===== src/rtl/tgr_pkg.sv =====
// package: register map, field layout, resets and timing for touch timing
package tgr_pkg;
  // ==========================================================
  // register offsets and reset values
  localparam logic [7:0] TGR_ADDR_HOLD    = 8'h23;
  localparam logic [7:0] TGR_ADDR_SLIDE   = 8'h24;
  localparam logic [7:0] TGR_ADDR_AUTOEN  = 8'h25;
  localparam logic [7:0] TGR_ADDR_TRIG    = 8'h26;
  localparam logic [7:0] TGR_ADDR_GTRIG   = 8'h46;
  localparam logic [7:0] TGR_RST_HOLD     = 8'h47;
  localparam logic [7:0] TGR_RST_SLIDE    = 8'hD4;
  localparam logic [7:0] TGR_RST_AUTOEN   = 8'hFF;
  localparam logic [7:0] TGR_RST_TRIG     = 8'h00;
  localparam logic [7:0] TGR_RST_GTRIG    = 8'h00;
  // ==========================================================
  // field positions
  localparam int TGR_HI_LSB     = 4;  // upper nibble low bit
  localparam int TGR_GROUP_BIT  = 7;  // group bit in enable/trigger
  localparam int TGR_NUM_SINGLE = 7;  // individual inputs 1..7
  localparam int TGR_NUM_GROUP  = 7;  // grouped inputs 8..14
  localparam int TGR_NUM_ALL    = 14;
  localparam logic [7:0] TGR_GTRIG_MASK = 8'h7F; // bit 7 unused
  // ==========================================================
  // timing
  localparam int TGR_CLK_NS      = 100;     // 10 MHz clock period
  localparam int TGR_MS_NS       = 1000000; // one millisecond
  localparam int TGR_MS_CYCLES   = TGR_MS_NS / TGR_CLK_NS;
  localparam int TGR_STEP_MS     = 35;      // timing code resolution
  localparam int TGR_RECAL_MS    = 600;     // longest recalibration
  localparam int TGR_ANALOG_MS   = 300;     // analog control update
  localparam int TGR_DIGITAL_MS  = TGR_RECAL_MS - TGR_ANALOG_MS;
  localparam int TGR_MSW         = 14;      // width of ms counters
  // ==========================================================
  // recalibration sequencer states
  typedef enum logic [3:0]
  {
    TGR_CAL_IDLE    = 4'b0001,
    TGR_CAL_ANALOG  = 4'b0010,
    TGR_CAL_DIGITAL = 4'b0100,
    TGR_CAL_WAIT    = 4'b1000
  } tgr_cal_state_t;
endpackage


===== src/rtl/tgr_timing_recal.sv =====
// module: grouped touch timing events and sensor recalibration control
// ==========================================================
`timescale 1ns/1ps
`default_nettype none
module tgr_timing_recal
  import tgr_pkg::*;
#(
  parameter int MS_CYCLES = TGR_MS_CYCLES
)
(
  input  wire logic                   clock,
  input  wire logic                   reset,
  input  wire logic [7:0]             reg_addr,
  input  wire logic [7:0]             reg_wdata,
  input  wire logic                   reg_write,
  input  wire logic                   reg_read,
  output logic      [7:0]             reg_rdata,
  input  wire logic [TGR_NUM_ALL-1:0] touch_raw,
  input  wire logic                   slide_raw,
  input  wire logic [1:0]             slide_speed,
  input  wire logic [TGR_NUM_ALL-1:0] auto_recal_req,
  input  wire logic [7:0]             sensor_enable,
  input  wire logic [6:0]             group_sample_en,
  input  wire logic                   group_repeat_enable,
  input  wire logic                   group_timeout_en,
  output logic [TGR_NUM_ALL-1:0]      touch_valid,
  output logic                        tap_event,
  output logic                        hold_event,
  output logic                        slide_event,
  output logic [TGR_NUM_ALL-1:0]      recal_busy,
  output logic [TGR_NUM_ALL-1:0]      analog_update,
  output logic [TGR_NUM_ALL-1:0]      base_capture
);
  // ==========================================================
  // helpers
  // timing code to milliseconds, linear 35 ms steps
  function automatic logic [TGR_MSW-1:0] code_ms(input logic [3:0] c);
    code_ms = TGR_MSW'(({10'h000, c} + 14'h0001) * TGR_STEP_MS);
  endfunction

  // press timeout decode; code 1101b gives 8906 ms
  function automatic logic [TGR_MSW-1:0] dur_ms(input logic [3:0] c);
    unique case (c)
      4'h0: dur_ms = 14'd560;
      4'h1: dur_ms = 14'd840;
      4'h2: dur_ms = 14'd1120;
      4'h3: dur_ms = 14'd1400;
      4'h4: dur_ms = 14'd1680;
      4'h5: dur_ms = 14'd2240;
      4'h6: dur_ms = 14'd2800;
      4'h7: dur_ms = 14'd3360;
      4'h8: dur_ms = 14'd3920;
      4'h9: dur_ms = 14'd4480;
      4'hA: dur_ms = 14'd5600;
      4'hB: dur_ms = 14'd6720;
      4'hC: dur_ms = 14'd7840;
      4'hD: dur_ms = 14'd8906;
      4'hE: dur_ms = 14'd10080;
      4'hF: dur_ms = 14'd11200;
    endcase
  endfunction

  // ==========================================================
  // input synchronisers
  logic [TGR_NUM_ALL-1:0] touch_s1_q;
  logic [TGR_NUM_ALL-1:0] touch_q;
  logic                   slide_s1_q;
  logic                   slide_q;
  // front-end levels arrive asynchronously; two flops each
  always_ff @(posedge clock)
  begin
    touch_s1_q <= touch_raw;
    touch_q    <= touch_s1_q;
    slide_s1_q <= slide_raw;
    slide_q    <= slide_s1_q;
  end

  // ==========================================================
  // millisecond tick divider
  logic [15:0] div_q;
  wire         ms_tick = (div_q == 16'(MS_CYCLES - 1));
  always_ff @(posedge clock)
  begin
    if (reset || ms_tick)
      div_q <= 16'h0000;
    else
      div_q <= div_q + 16'h0001;
  end

  // ==========================================================
  // registers
  logic [7:0] hold_cfg_q;
  logic [7:0] slide_cfg_q;
  logic [7:0] auto_en_q;
  logic [7:0] trig_q;
  logic [7:0] gtrig_q;
  logic [7:0] trig_d;
  logic [7:0] gtrig_d;
  logic [7:0] rdata_q;
  logic [7:0] trig_done;
  logic [7:0] gtrig_done;
  wire wr_hold  = reg_write && (reg_addr == TGR_ADDR_HOLD);
  wire wr_slide = reg_write && (reg_addr == TGR_ADDR_SLIDE);
  wire wr_auto  = reg_write && (reg_addr == TGR_ADDR_AUTOEN);
  wire wr_trig  = reg_write && (reg_addr == TGR_ADDR_TRIG);
  wire wr_gtrig = reg_write && (reg_addr == TGR_ADDR_GTRIG);
  wire [3:0] hold_repeat_interval  = hold_cfg_q[7:TGR_HI_LSB];
  wire [3:0] hold_threshold        = hold_cfg_q[3:0];
  wire [3:0] group_press_timeout   = slide_cfg_q[7:TGR_HI_LSB];
  wire [3:0] slide_repeat_interval = slide_cfg_q[3:0];
  // hardware clears done bits; a software write in the same cycle wins
  assign trig_d  = wr_trig  ? reg_wdata : (trig_q & ~trig_done);
  assign gtrig_d = wr_gtrig ? (reg_wdata & TGR_GTRIG_MASK)
                            : (gtrig_q & ~gtrig_done);
  wire [7:0] rd_mux =
    (reg_addr == TGR_ADDR_HOLD)   ? hold_cfg_q  :
    (reg_addr == TGR_ADDR_SLIDE)  ? slide_cfg_q :
    (reg_addr == TGR_ADDR_AUTOEN) ? auto_en_q   :
    (reg_addr == TGR_ADDR_TRIG)   ? trig_q      :
    (reg_addr == TGR_ADDR_GTRIG)  ? gtrig_q     : 8'h00;
  // register storage and read data flop
  always_ff @(posedge clock)
  begin
    if (reset)
    begin
      hold_cfg_q  <= TGR_RST_HOLD;
      slide_cfg_q <= TGR_RST_SLIDE;
      auto_en_q   <= TGR_RST_AUTOEN;
      trig_q      <= TGR_RST_TRIG;
      gtrig_q     <= TGR_RST_GTRIG;
      rdata_q     <= 8'h00;
    end
    else
    begin
      if (wr_hold)
        hold_cfg_q <= reg_wdata;
      if (wr_slide)
        slide_cfg_q <= reg_wdata;
      if (wr_auto)
        auto_en_q <= reg_wdata;
      trig_q  <= trig_d;
      gtrig_q <= gtrig_d;
      if (reg_read)
        rdata_q <= rd_mux;
    end
  end
  assign reg_rdata = rdata_q;
  // ==========================================================
  // recalibration request gathering
  logic [TGR_NUM_ALL-1:0] cal_mask_q;
  tgr_cal_state_t         cal_state_q;
  logic [9:0]             cal_ms_q;
  logic                   cal_forced_q;
  logic                   timeout_req;
  // an unsampled input never auto-recalibrates
  wire [TGR_NUM_ALL-1:0] sampled = {group_sample_en & {7{sensor_enable[7]}},
                                    sensor_enable[6:0]};
  // individual bits gate 1..7, group bit gates all grouped
  wire [TGR_NUM_ALL-1:0] auto_gate = {{7{auto_en_q[TGR_GROUP_BIT]}},
                                      auto_en_q[6:0]};
  wire [TGR_NUM_ALL-1:0] auto_want = auto_recal_req & auto_gate & sampled;
  wire [TGR_NUM_ALL-1:0] man_want  = {gtrig_q[6:0] |
                                      {7{trig_q[TGR_GROUP_BIT]}},
                                      trig_q[6:0]};
  wire [TGR_NUM_ALL-1:0] tout_want = {{7{timeout_req}}, 7'h00};
  wire [TGR_NUM_ALL-1:0] want      = auto_want | man_want | tout_want;
  wire cal_hit = |(touch_q & cal_mask_q) && !cal_forced_q;
  wire cal_end = ms_tick && (cal_ms_q == 10'(TGR_DIGITAL_MS - 1));
  wire cal_ok  = (cal_state_q == TGR_CAL_DIGITAL) && cal_end && !cal_hit;
  // successful run clears only the bits it covered
  assign trig_done  = cal_ok ? {&cal_mask_q[13:7], cal_mask_q[6:0]}
                             : 8'h00;
  assign gtrig_done = cal_ok ? {1'b0, cal_mask_q[13:7]} : 8'h00;
  // touches are blocked and base counts invalid while busy
  assign touch_valid = touch_q & ~cal_mask_q;
  assign recal_busy  = cal_mask_q;
  // ==========================================================
  // recalibration sequencer: analog phase then digital capture
  always_ff @(posedge clock)
  begin
    if (reset)
    begin
      cal_state_q   <= TGR_CAL_IDLE;
      cal_mask_q    <= '0;
      cal_ms_q      <= 10'h000;
      cal_forced_q  <= 1'b0;
      analog_update <= '0;
      base_capture  <= '0;
    end
    else
    begin
      analog_update <= '0;
      base_capture  <= '0;
      unique case (cal_state_q)
        TGR_CAL_IDLE:
          if (|want)
          begin
            cal_mask_q   <= want;
            cal_forced_q <= timeout_req;
            cal_ms_q     <= 10'h000;
            cal_state_q  <= TGR_CAL_ANALOG;
          end
        TGR_CAL_ANALOG:
          if (cal_hit)
            cal_state_q <= TGR_CAL_WAIT;
          else if (ms_tick)
          begin
            if (cal_ms_q == 10'(TGR_ANALOG_MS - 1))
            begin
              analog_update <= cal_mask_q;
              cal_ms_q      <= 10'h000;
              cal_state_q   <= TGR_CAL_DIGITAL;
            end
            else
              cal_ms_q <= cal_ms_q + 10'h001;
          end
        TGR_CAL_DIGITAL:
          if (cal_hit)
            cal_state_q <= TGR_CAL_WAIT;
          else if (cal_end)
          begin
            base_capture <= cal_mask_q;
            cal_mask_q   <= '0;
            cal_forced_q <= 1'b0;
            cal_state_q  <= TGR_CAL_IDLE;
          end
          else if (ms_tick)
            cal_ms_q <= cal_ms_q + 10'h001;
        TGR_CAL_WAIT:
          // retry from the start once every covered sensor lets go
          if (!(|(touch_q & cal_mask_q)))
          begin
            cal_ms_q    <= 10'h000;
            cal_state_q <= TGR_CAL_ANALOG;
          end
      endcase
    end
  end

  // ==========================================================
  // grouped press timing: tap, hold, repeat, timeout
  logic [TGR_MSW-1:0] press_ms_q;
  logic [TGR_MSW-1:0] rep_ms_q;
  logic               held_q;
  logic               pressed_q;
  wire group_touch = |touch_valid[13:7];
  wire hold_now    = ms_tick && group_touch && !held_q &&
                     (press_ms_q == code_ms(hold_threshold));
  wire rep_now     = ms_tick && group_touch && held_q &&
                     group_repeat_enable &&
                     (rep_ms_q == code_ms(hold_repeat_interval) -
                      14'h0001);
  assign timeout_req = group_timeout_en && group_touch &&
                       (press_ms_q >= dur_ms(group_press_timeout));
  // the press counter saturates so a long hold cannot wrap into a tap
  always_ff @(posedge clock)
  begin
    if (reset)
    begin
      press_ms_q <= '0;
      rep_ms_q   <= '0;
      held_q     <= 1'b0;
      pressed_q  <= 1'b0;
      tap_event  <= 1'b0;
      hold_event <= 1'b0;
    end
    else
    begin
      pressed_q  <= group_touch;
      tap_event  <= pressed_q && !group_touch && !held_q;
      hold_event <= hold_now || rep_now;
      if (!group_touch)
      begin
        press_ms_q <= '0;
        rep_ms_q   <= '0;
        held_q     <= 1'b0;
      end
      else if (ms_tick)
      begin
        if (press_ms_q != '1)
          press_ms_q <= press_ms_q + 14'h0001;
        if (hold_now)
          held_q <= 1'b1;
        rep_ms_q <= (hold_now || rep_now) ? '0 : rep_ms_q + 14'h0001;
      end
    end
  end

  // ==========================================================
  // slide repeat: separate from the hold timer
  logic [TGR_MSW-1:0] slide_ms_q;
  logic               slide_prev_q;
  // faster slides shorten the base interval, never below 1 ms
  wire [TGR_MSW-1:0] slide_per = code_ms(slide_repeat_interval)
                                 >> slide_speed;
  wire slide_rep = ms_tick && slide_q &&
                   (slide_ms_q + 14'h0001 >= slide_per);
  always_ff @(posedge clock)
  begin
    if (reset)
    begin
      slide_ms_q   <= '0;
      slide_prev_q <= 1'b0;
      slide_event  <= 1'b0;
    end
    else
    begin
      slide_prev_q <= slide_q;
      slide_event  <= (slide_q && !slide_prev_q) || slide_rep;
      if (!slide_q || slide_rep)
        slide_ms_q <= '0;
      else if (ms_tick)
        slide_ms_q <= slide_ms_q + 14'h0001;
    end
  end
endmodule
`default_nettype wire


===== config.mk =====
export PLATFORM = sky130hd
export DESIGN_NAME = tgr_timing_recal
export DESIGN_NICKNAME = d
export VERILOG_FILES = /design/src/rtl/tgr_pkg.sv /design/src/rtl/tgr_timing_recal.sv
export SDC_FILE = /design/constraint.sdc
export NUM_CORES = 1
export LEC_CHECK = 0
export BUFFER_PORTS_ARGS = -buffer_cell sky130_fd_sc_hd__buf_4
export CAP_MARGIN = 20
export CORE_UTILIZATION = 63
export DETAILED_ROUTE_END_ITERATION = 16
export PLACE_DENSITY = 0.86
export SETUP_SLACK_MARGIN = 0.2
export SYNTH_ARGS = -nofsm -noshare
export SYNTH_HDL_FRONTEND = slang
export SYNTH_SLANG_ARGS = --single-unit

===== constraint.sdc =====
create_clock -name clock -period 10.7 [get_ports clock]
set_clock_uncertainty 0.2 [all_clocks]
set_input_delay 2.14 -clock clock [delete_from_list [all_inputs] [get_ports clock]]
set_output_delay 2.14 -clock clock [all_outputs]
set_load 0.005 [all_outputs]

Word-level counts from Yosys, hierarchy flattened --
Memories as Yosys holds them, arrays and structs flattened. A register that Yosys moved wholly into a read port is not among the register bits. Cells that the tools add are included.
Word-level totals: register bits after elaboration 199, latch bits 0, memory bits (writable) 0, memory bits (read-only) 192, bits of input ports 68, logic and storage cells 171, memories 1
Operators by class: add/sub/neg operators 9, multipliers 3, div/mod/pow operators 0, $lt $le $gt $ge 2, equality and inequality tests 25, shift operators 1, multiplexer cells 37, bitwise gates (word level) 19, reductions and logical operators 47
Memory list:
- (name not given) | words 16, bits a word 12, rd ports 1, clocked after memory_dff 1, wr ports 0, line tgr_timing_recal.sv:43 | unique case (c)
Operator list (number):
- two-way mux 10 bit | 8
- AND 14 bit | 4
- two-way mux 14 bit | 4
- two-way mux 8 bit | 7
- adder 14 x 1 -> 14 bit, second input constant | 3
- one-hot mux 10 bit (4 select lines) | 1
- two-way mux 4 bit | 9
- multiplier 5 x 6 -> 11 bit, second input constant | 3
- equality test 8 x 6 -> 1 bit, second input constant | 4
- >= comparator 14 bit | 2
- bitwise OR 14 bit | 2
- one-hot mux 14 bit (2 select lines) | 1
- OR reduction 14 bit | 2
- logical AND 1 bit | 22
- adder 16 x 1 -> 16 bit, second input constant | 1
- AND 8 bit | 2
- equality test 16 x 14 -> 1 bit, second input constant | 1
- inequality test 2 bit, second input constant | 8
- inverter 8 bit | 2
- one-hot mux 4 bit (4 select lines) | 1
- adder 4 x 1 -> 5 bit, second input constant | 3
- equality test 14 x 11 -> 1 bit | 1
- equality test 14 bit | 1
- two-way mux 7 bit | 2
- 28 further kinds | 49

Depth between registers and ports, before layout --
word-level depth 9, mapped depth 22

Worst setup path before layout --
OpenSTA, ideal clock, no wires.
path kind reg-to-reg, start register slide_cfg_q[1], end register slide_ms_q[10], arrival 4.316 ns, data required time 10.372 ns, slack 6.056 ns, stages on the path, launching flop included 22, buffers on the path 1, period minus slack after synthesis 4.644 ns, path through dfxtp_1 -> and3_1 -> xnor2_1 -> inv_1 -> ha_1 -> ha_1 -> fa_1 -> ha_1 -> a31o_2 -> a21o_1 -> xnor2_1 -> nand2_1 -> o21ai_0 -> mux2i_1 -> ha_1 -> a21oi_1 -> o21ai_0 -> a21oi_1 -> and3_1 -> a22oi_1 -> clkbuf_1 -> nor2_1
On the way: cells in the longest elaborated chain, start to end 7
Ends and longest elaborated chain:
- start: declaration | line tgr_timing_recal.sv:93 | logic [7:0] slide_cfg_q;
- start signal: assignment | line tgr_timing_recal.sv:138 | slide_cfg_q <= reg_wdata;
- adder 4 x 1 -> 5 bit | line tgr_timing_recal.sv:38 | code_ms = TGR_MSW'(({10'h000, c} + 14'h0001) * TGR_STEP_MS);
- multiplier 5 x 6 -> 11 bit | line tgr_timing_recal.sv:38
- right shift 11 x 2 -> 14 bit | line tgr_timing_recal.sv:294 | wire [TGR_MSW-1:0] slide_per = code_ms(slide_repeat_interval)
- >= comparator 14 bit | line tgr_timing_recal.sv:297 | (slide_ms_q + 14'h0001 >= slide_per);
- logical AND 1 bit | line tgr_timing_recal.sv:296 | wire slide_rep = ms_tick && slide_q &&
- logical OR 1 bit | line tgr_timing_recal.sv:310 | if (!slide_q || slide_rep)
- OR reduction 2 bit (no line)
- end signal: assignment | line tgr_timing_recal.sv:313 | slide_ms_q <= slide_ms_q + 14'h0001;
- end: declaration | line tgr_timing_recal.sv:291 | logic [TGR_MSW-1:0] slide_ms_q;
No other way between the ends. A chain may end at the register's enable or synchronous reset.

Worst setup path in the final report --
start register slide_cfg_q[1], end register slide_ms_q[4]
Same word-level chain as after synthesis.

==> metrics.md <==
| Metric | Value |
|---|---|
| Root buf cell | `clkbuf_16` |
| Sink Count | `210` |
| Die height | `134 microns` |
| Final setup vio count | `0` |
| Max Slew Vio Count | `0` |
| Status | `finished clean` |
| Vias in the first global route | `9524` |
| Global route total overflow | `0` |
| DR iter-0 viols | `661` |
| RSZ-0062 raised after global routing | `false` |
| First-pass iteration count of the detailed router | `6` |
| CTS tree | `done` |
| Top FF cell, synth | `dfxtp_1` |
| Sequential fraction of the synthesis area | `38.1%` |
| # rows | `48` |
| Routed wire length per instance | `17.7 microns` |
| Most frequent cells in the layout | `dfxtp_1 (210), nand2_1 (143), buf_4 (139), nor2_1 (92), ha_1 (85)` |
| Yosys top cell area share | `38.1%` |
| # DRC | `0` |
| Cell Area, Synth | `11000 sq um` |
| Core Area | `17200 sq um` |
| Aggregate routed wire length | `28700 microns` |
| Nature of the critical path endpoint | `flop` |
| Metal3 WL | `2430 microns` |
| CP arrival | `5.49 ns` |
| CTS Buf Count | `24` |
| Fin crit period | `5.32 ns` |
| Crit path launch type | `flop` |
| Place WS | `5.45 ns` |
| Worst Hold Class | `flop to flop` |
| Post-cts sizing count | `0` |
| F_max | `188 MHz` |
| Post-synth EDFFs | `0` |
| Number of warning messages in the yosys log | `0` |
| DR vias | `9848` |
| Final hold viol count | `0` |
| Worst-Margin Slew | `1.10 ns` |
| Syn Nets | `1416` |
| Setup TNS Final | `0 ns` |
| Netlist cell types | `75` |
| Mean Syn Cell Area | `8.77 sq um` |
| First-pass GRT wire length | `46100 microns` |
| R2r worst-path depth | `20` |
| Clk Latency, worst-skew pair | `0.53 ns` |
| Final period utilization | `49.8%` |
| Final setup margin | `5.38 ns` |
| Largest net degree at the start of global routing | `51` |
| Setup Fix Bufs, Post-CTS | `0` |
| Synth async-reset ratio | `0%` |
| Post-DP HPWL | `21000 microns` |
| Relative slew margins | `26.3%` |
| Total GRT Usage | `31.6%` |
| Critical path class | `flop to flop` |
| Hold path cells | `0` |
| Top layer in use | `met4` |
| Layout cells sized above 1 | `14.8%` |
| Vias per cell | `6.07` |
| Overall power | `1.71 mW` |
| Static leakage | `5.67 nW` |
| Metal2 WL | `13400 microns` |
| Synth Instances | `1258` |
| Antenna cells | `0` |
| Die W | `134 microns` |
| Initial antenna violation count | `0` |
| Starting Density | `64.2%` |
| Io pins | `135` |
| Most common cell after layout, fill and taps aside | `dfxtp_1` |
| Synth area leader | `dfxtp_1` |
| Max Cap Viol | `0` |
| Synth top area cells | `dfxtp_1 (38%), ha_1 (9.6%), nand2_1 (4.9%)` |
| IO Port Bufs | `134` |
| Seq cells post-synth | `210` |
| Worst vdd ir | `0.000141 V` |
| H-tree Lvls | `1` |
| CP max FO | `13` |
| Final nets | `1541` |
| Synth-to-layout area growth | `17.7%` |
| Die area | `18000 sq um` |
| DRT met1 WL | `11700 microns` |
| Number of hold buffers added after cts | `0` |
| Final Wtd Congestion | `0.918` |
| Clk pin slew, worst setup/hold paths | `0.06 ns` |
| CTS max path bufs | `3` |
| Remaining antenna violation count | `0` |
| Power Dens Cells | `132 nW/um^2` |
| Required @ worst endpoint | `10.87 ns` |
==> kinds of logic (layout without fill, tap and decap cells) <==
logic type,count (synthesis),after routing,share of synthesized area (%)
and+or+nand+nor,510,510,23.1
AOI/OAI and AO/OA,212,212,13.2
DFF,210,210,38.1
xor gates and xnor gates,99,99,7.86
buffers and inverters,99,238,3.57
adders and majority gates,90,90,10.5
muxes,38,38,3.58
==> flip-flops by register name, summed over array words and instances, names as in the netlist, 4 cells and up, named ones only <==
name	count
slide_cfg_q	8
slide_ms_q	14
cal_ms_q	10
trig_q	8
auto_en_q	8
touch_s1_q	14
touch_q	14
press_ms_q	14
hold_cfg_q	8
rep_ms_q	14
analog_update	14
base_capture	14
reg_rdata	8
cal_state_q	4
recal_busy	14
div_q	16
gtrig_q	7
==> report_power, final <==
group	leakage, nW	internal, mW	switching [mW]	total, mW
logic	3.59	0.0506	0.0577	0.108
registers	1.71	0.795	0.0128	0.808
clock network	0.376	0.467	0.331	0.798
total	5.67	1.31	0.402	1.71
==> metrics by stage <==
stage	hold WS [ns]	utilization (%)	std cells	cell area, sq um
floorplan	0.110	-	1258	11000
global placement	0.110	71.1	1581	12200
detailed placement	0.112	71.1	1581	12200
CTS	0.128	75.6	1621	13000
global route	0.132	75.6	1622	13000
finish	0.126	75.6	1622	13000
==> layer usage <==
metal	vias up	GRT usage [%]
li1	4688	-
met1	4654	39.2
met2	430	53.3
met3	76	6.84
met4	0	12.9
met5	-	0
==> critical path, cell delays in order, from the launching register on <==
cell     delay [ns]
dfxtp_1        0.37
and3_1         0.24
xnor2_1        0.35
inv_1          0.09
ha_1           0.30
ha_1           0.21
fa_1           0.37
ha_1           0.33
a31o_2         0.24
a21o_1         0.20
xnor2_1        0.20
nor2_1         0.06
a21oi_1        0.19
mux2i_1        0.13
ha_1           0.30
nand2_1        0.04
o21ai_0        0.15
a21oi_1        0.10
and3_1         0.18
a22oi_1        0.78
nor2_1         0.14
==> area by class of cell <==
cell class / count / area [sq um]
timing repair buffer: 140 / 1050
inverter: 58 / 218
clock buffer: 31 / 667
tap: 225 / 282
clock inverter: 9 / 110
multi-input combinational: 949 / 6460
sequential: 210 / 4200
fill: 1215 / 4190
==> synthesized netlist by cell type, drive strengths merged (10+ instances only) <==
library cell / number
a21oi: 61
nand3: 72
or3: 10
nor2b: 26
nand2: 143
and3: 36
nand4: 20
xor2: 45
buf: 12
xnor2: 54
inv: 57
clkbuf: 29
and2: 26
a21o: 15
a22oi: 15
dfxtp: 210
nor4: 11
nor2: 93
o21ai: 32
ha: 85
mux2i: 29
nor3: 34
==> path summary, 6_finish.rpt <==
kind	startpoint	end	slack, ns
max reg2reg	slide_cfg_q[1]$_SDFFE_PP0P_	slide_ms_q[4]$_SDFFE_PP0P_	5.38
max	slide_cfg_q[1]$_SDFFE_PP0P_	slide_ms_q[4]$_SDFFE_PP0P_	5.38
min	touch_s1_q[5]$_DFF_P_	touch_q[5]$_DFF_P_	0.13
min reg2reg	touch_s1_q[5]$_DFF_P_	touch_q[5]$_DFF_P_	0.13
(Power assumes the default switching activity.)
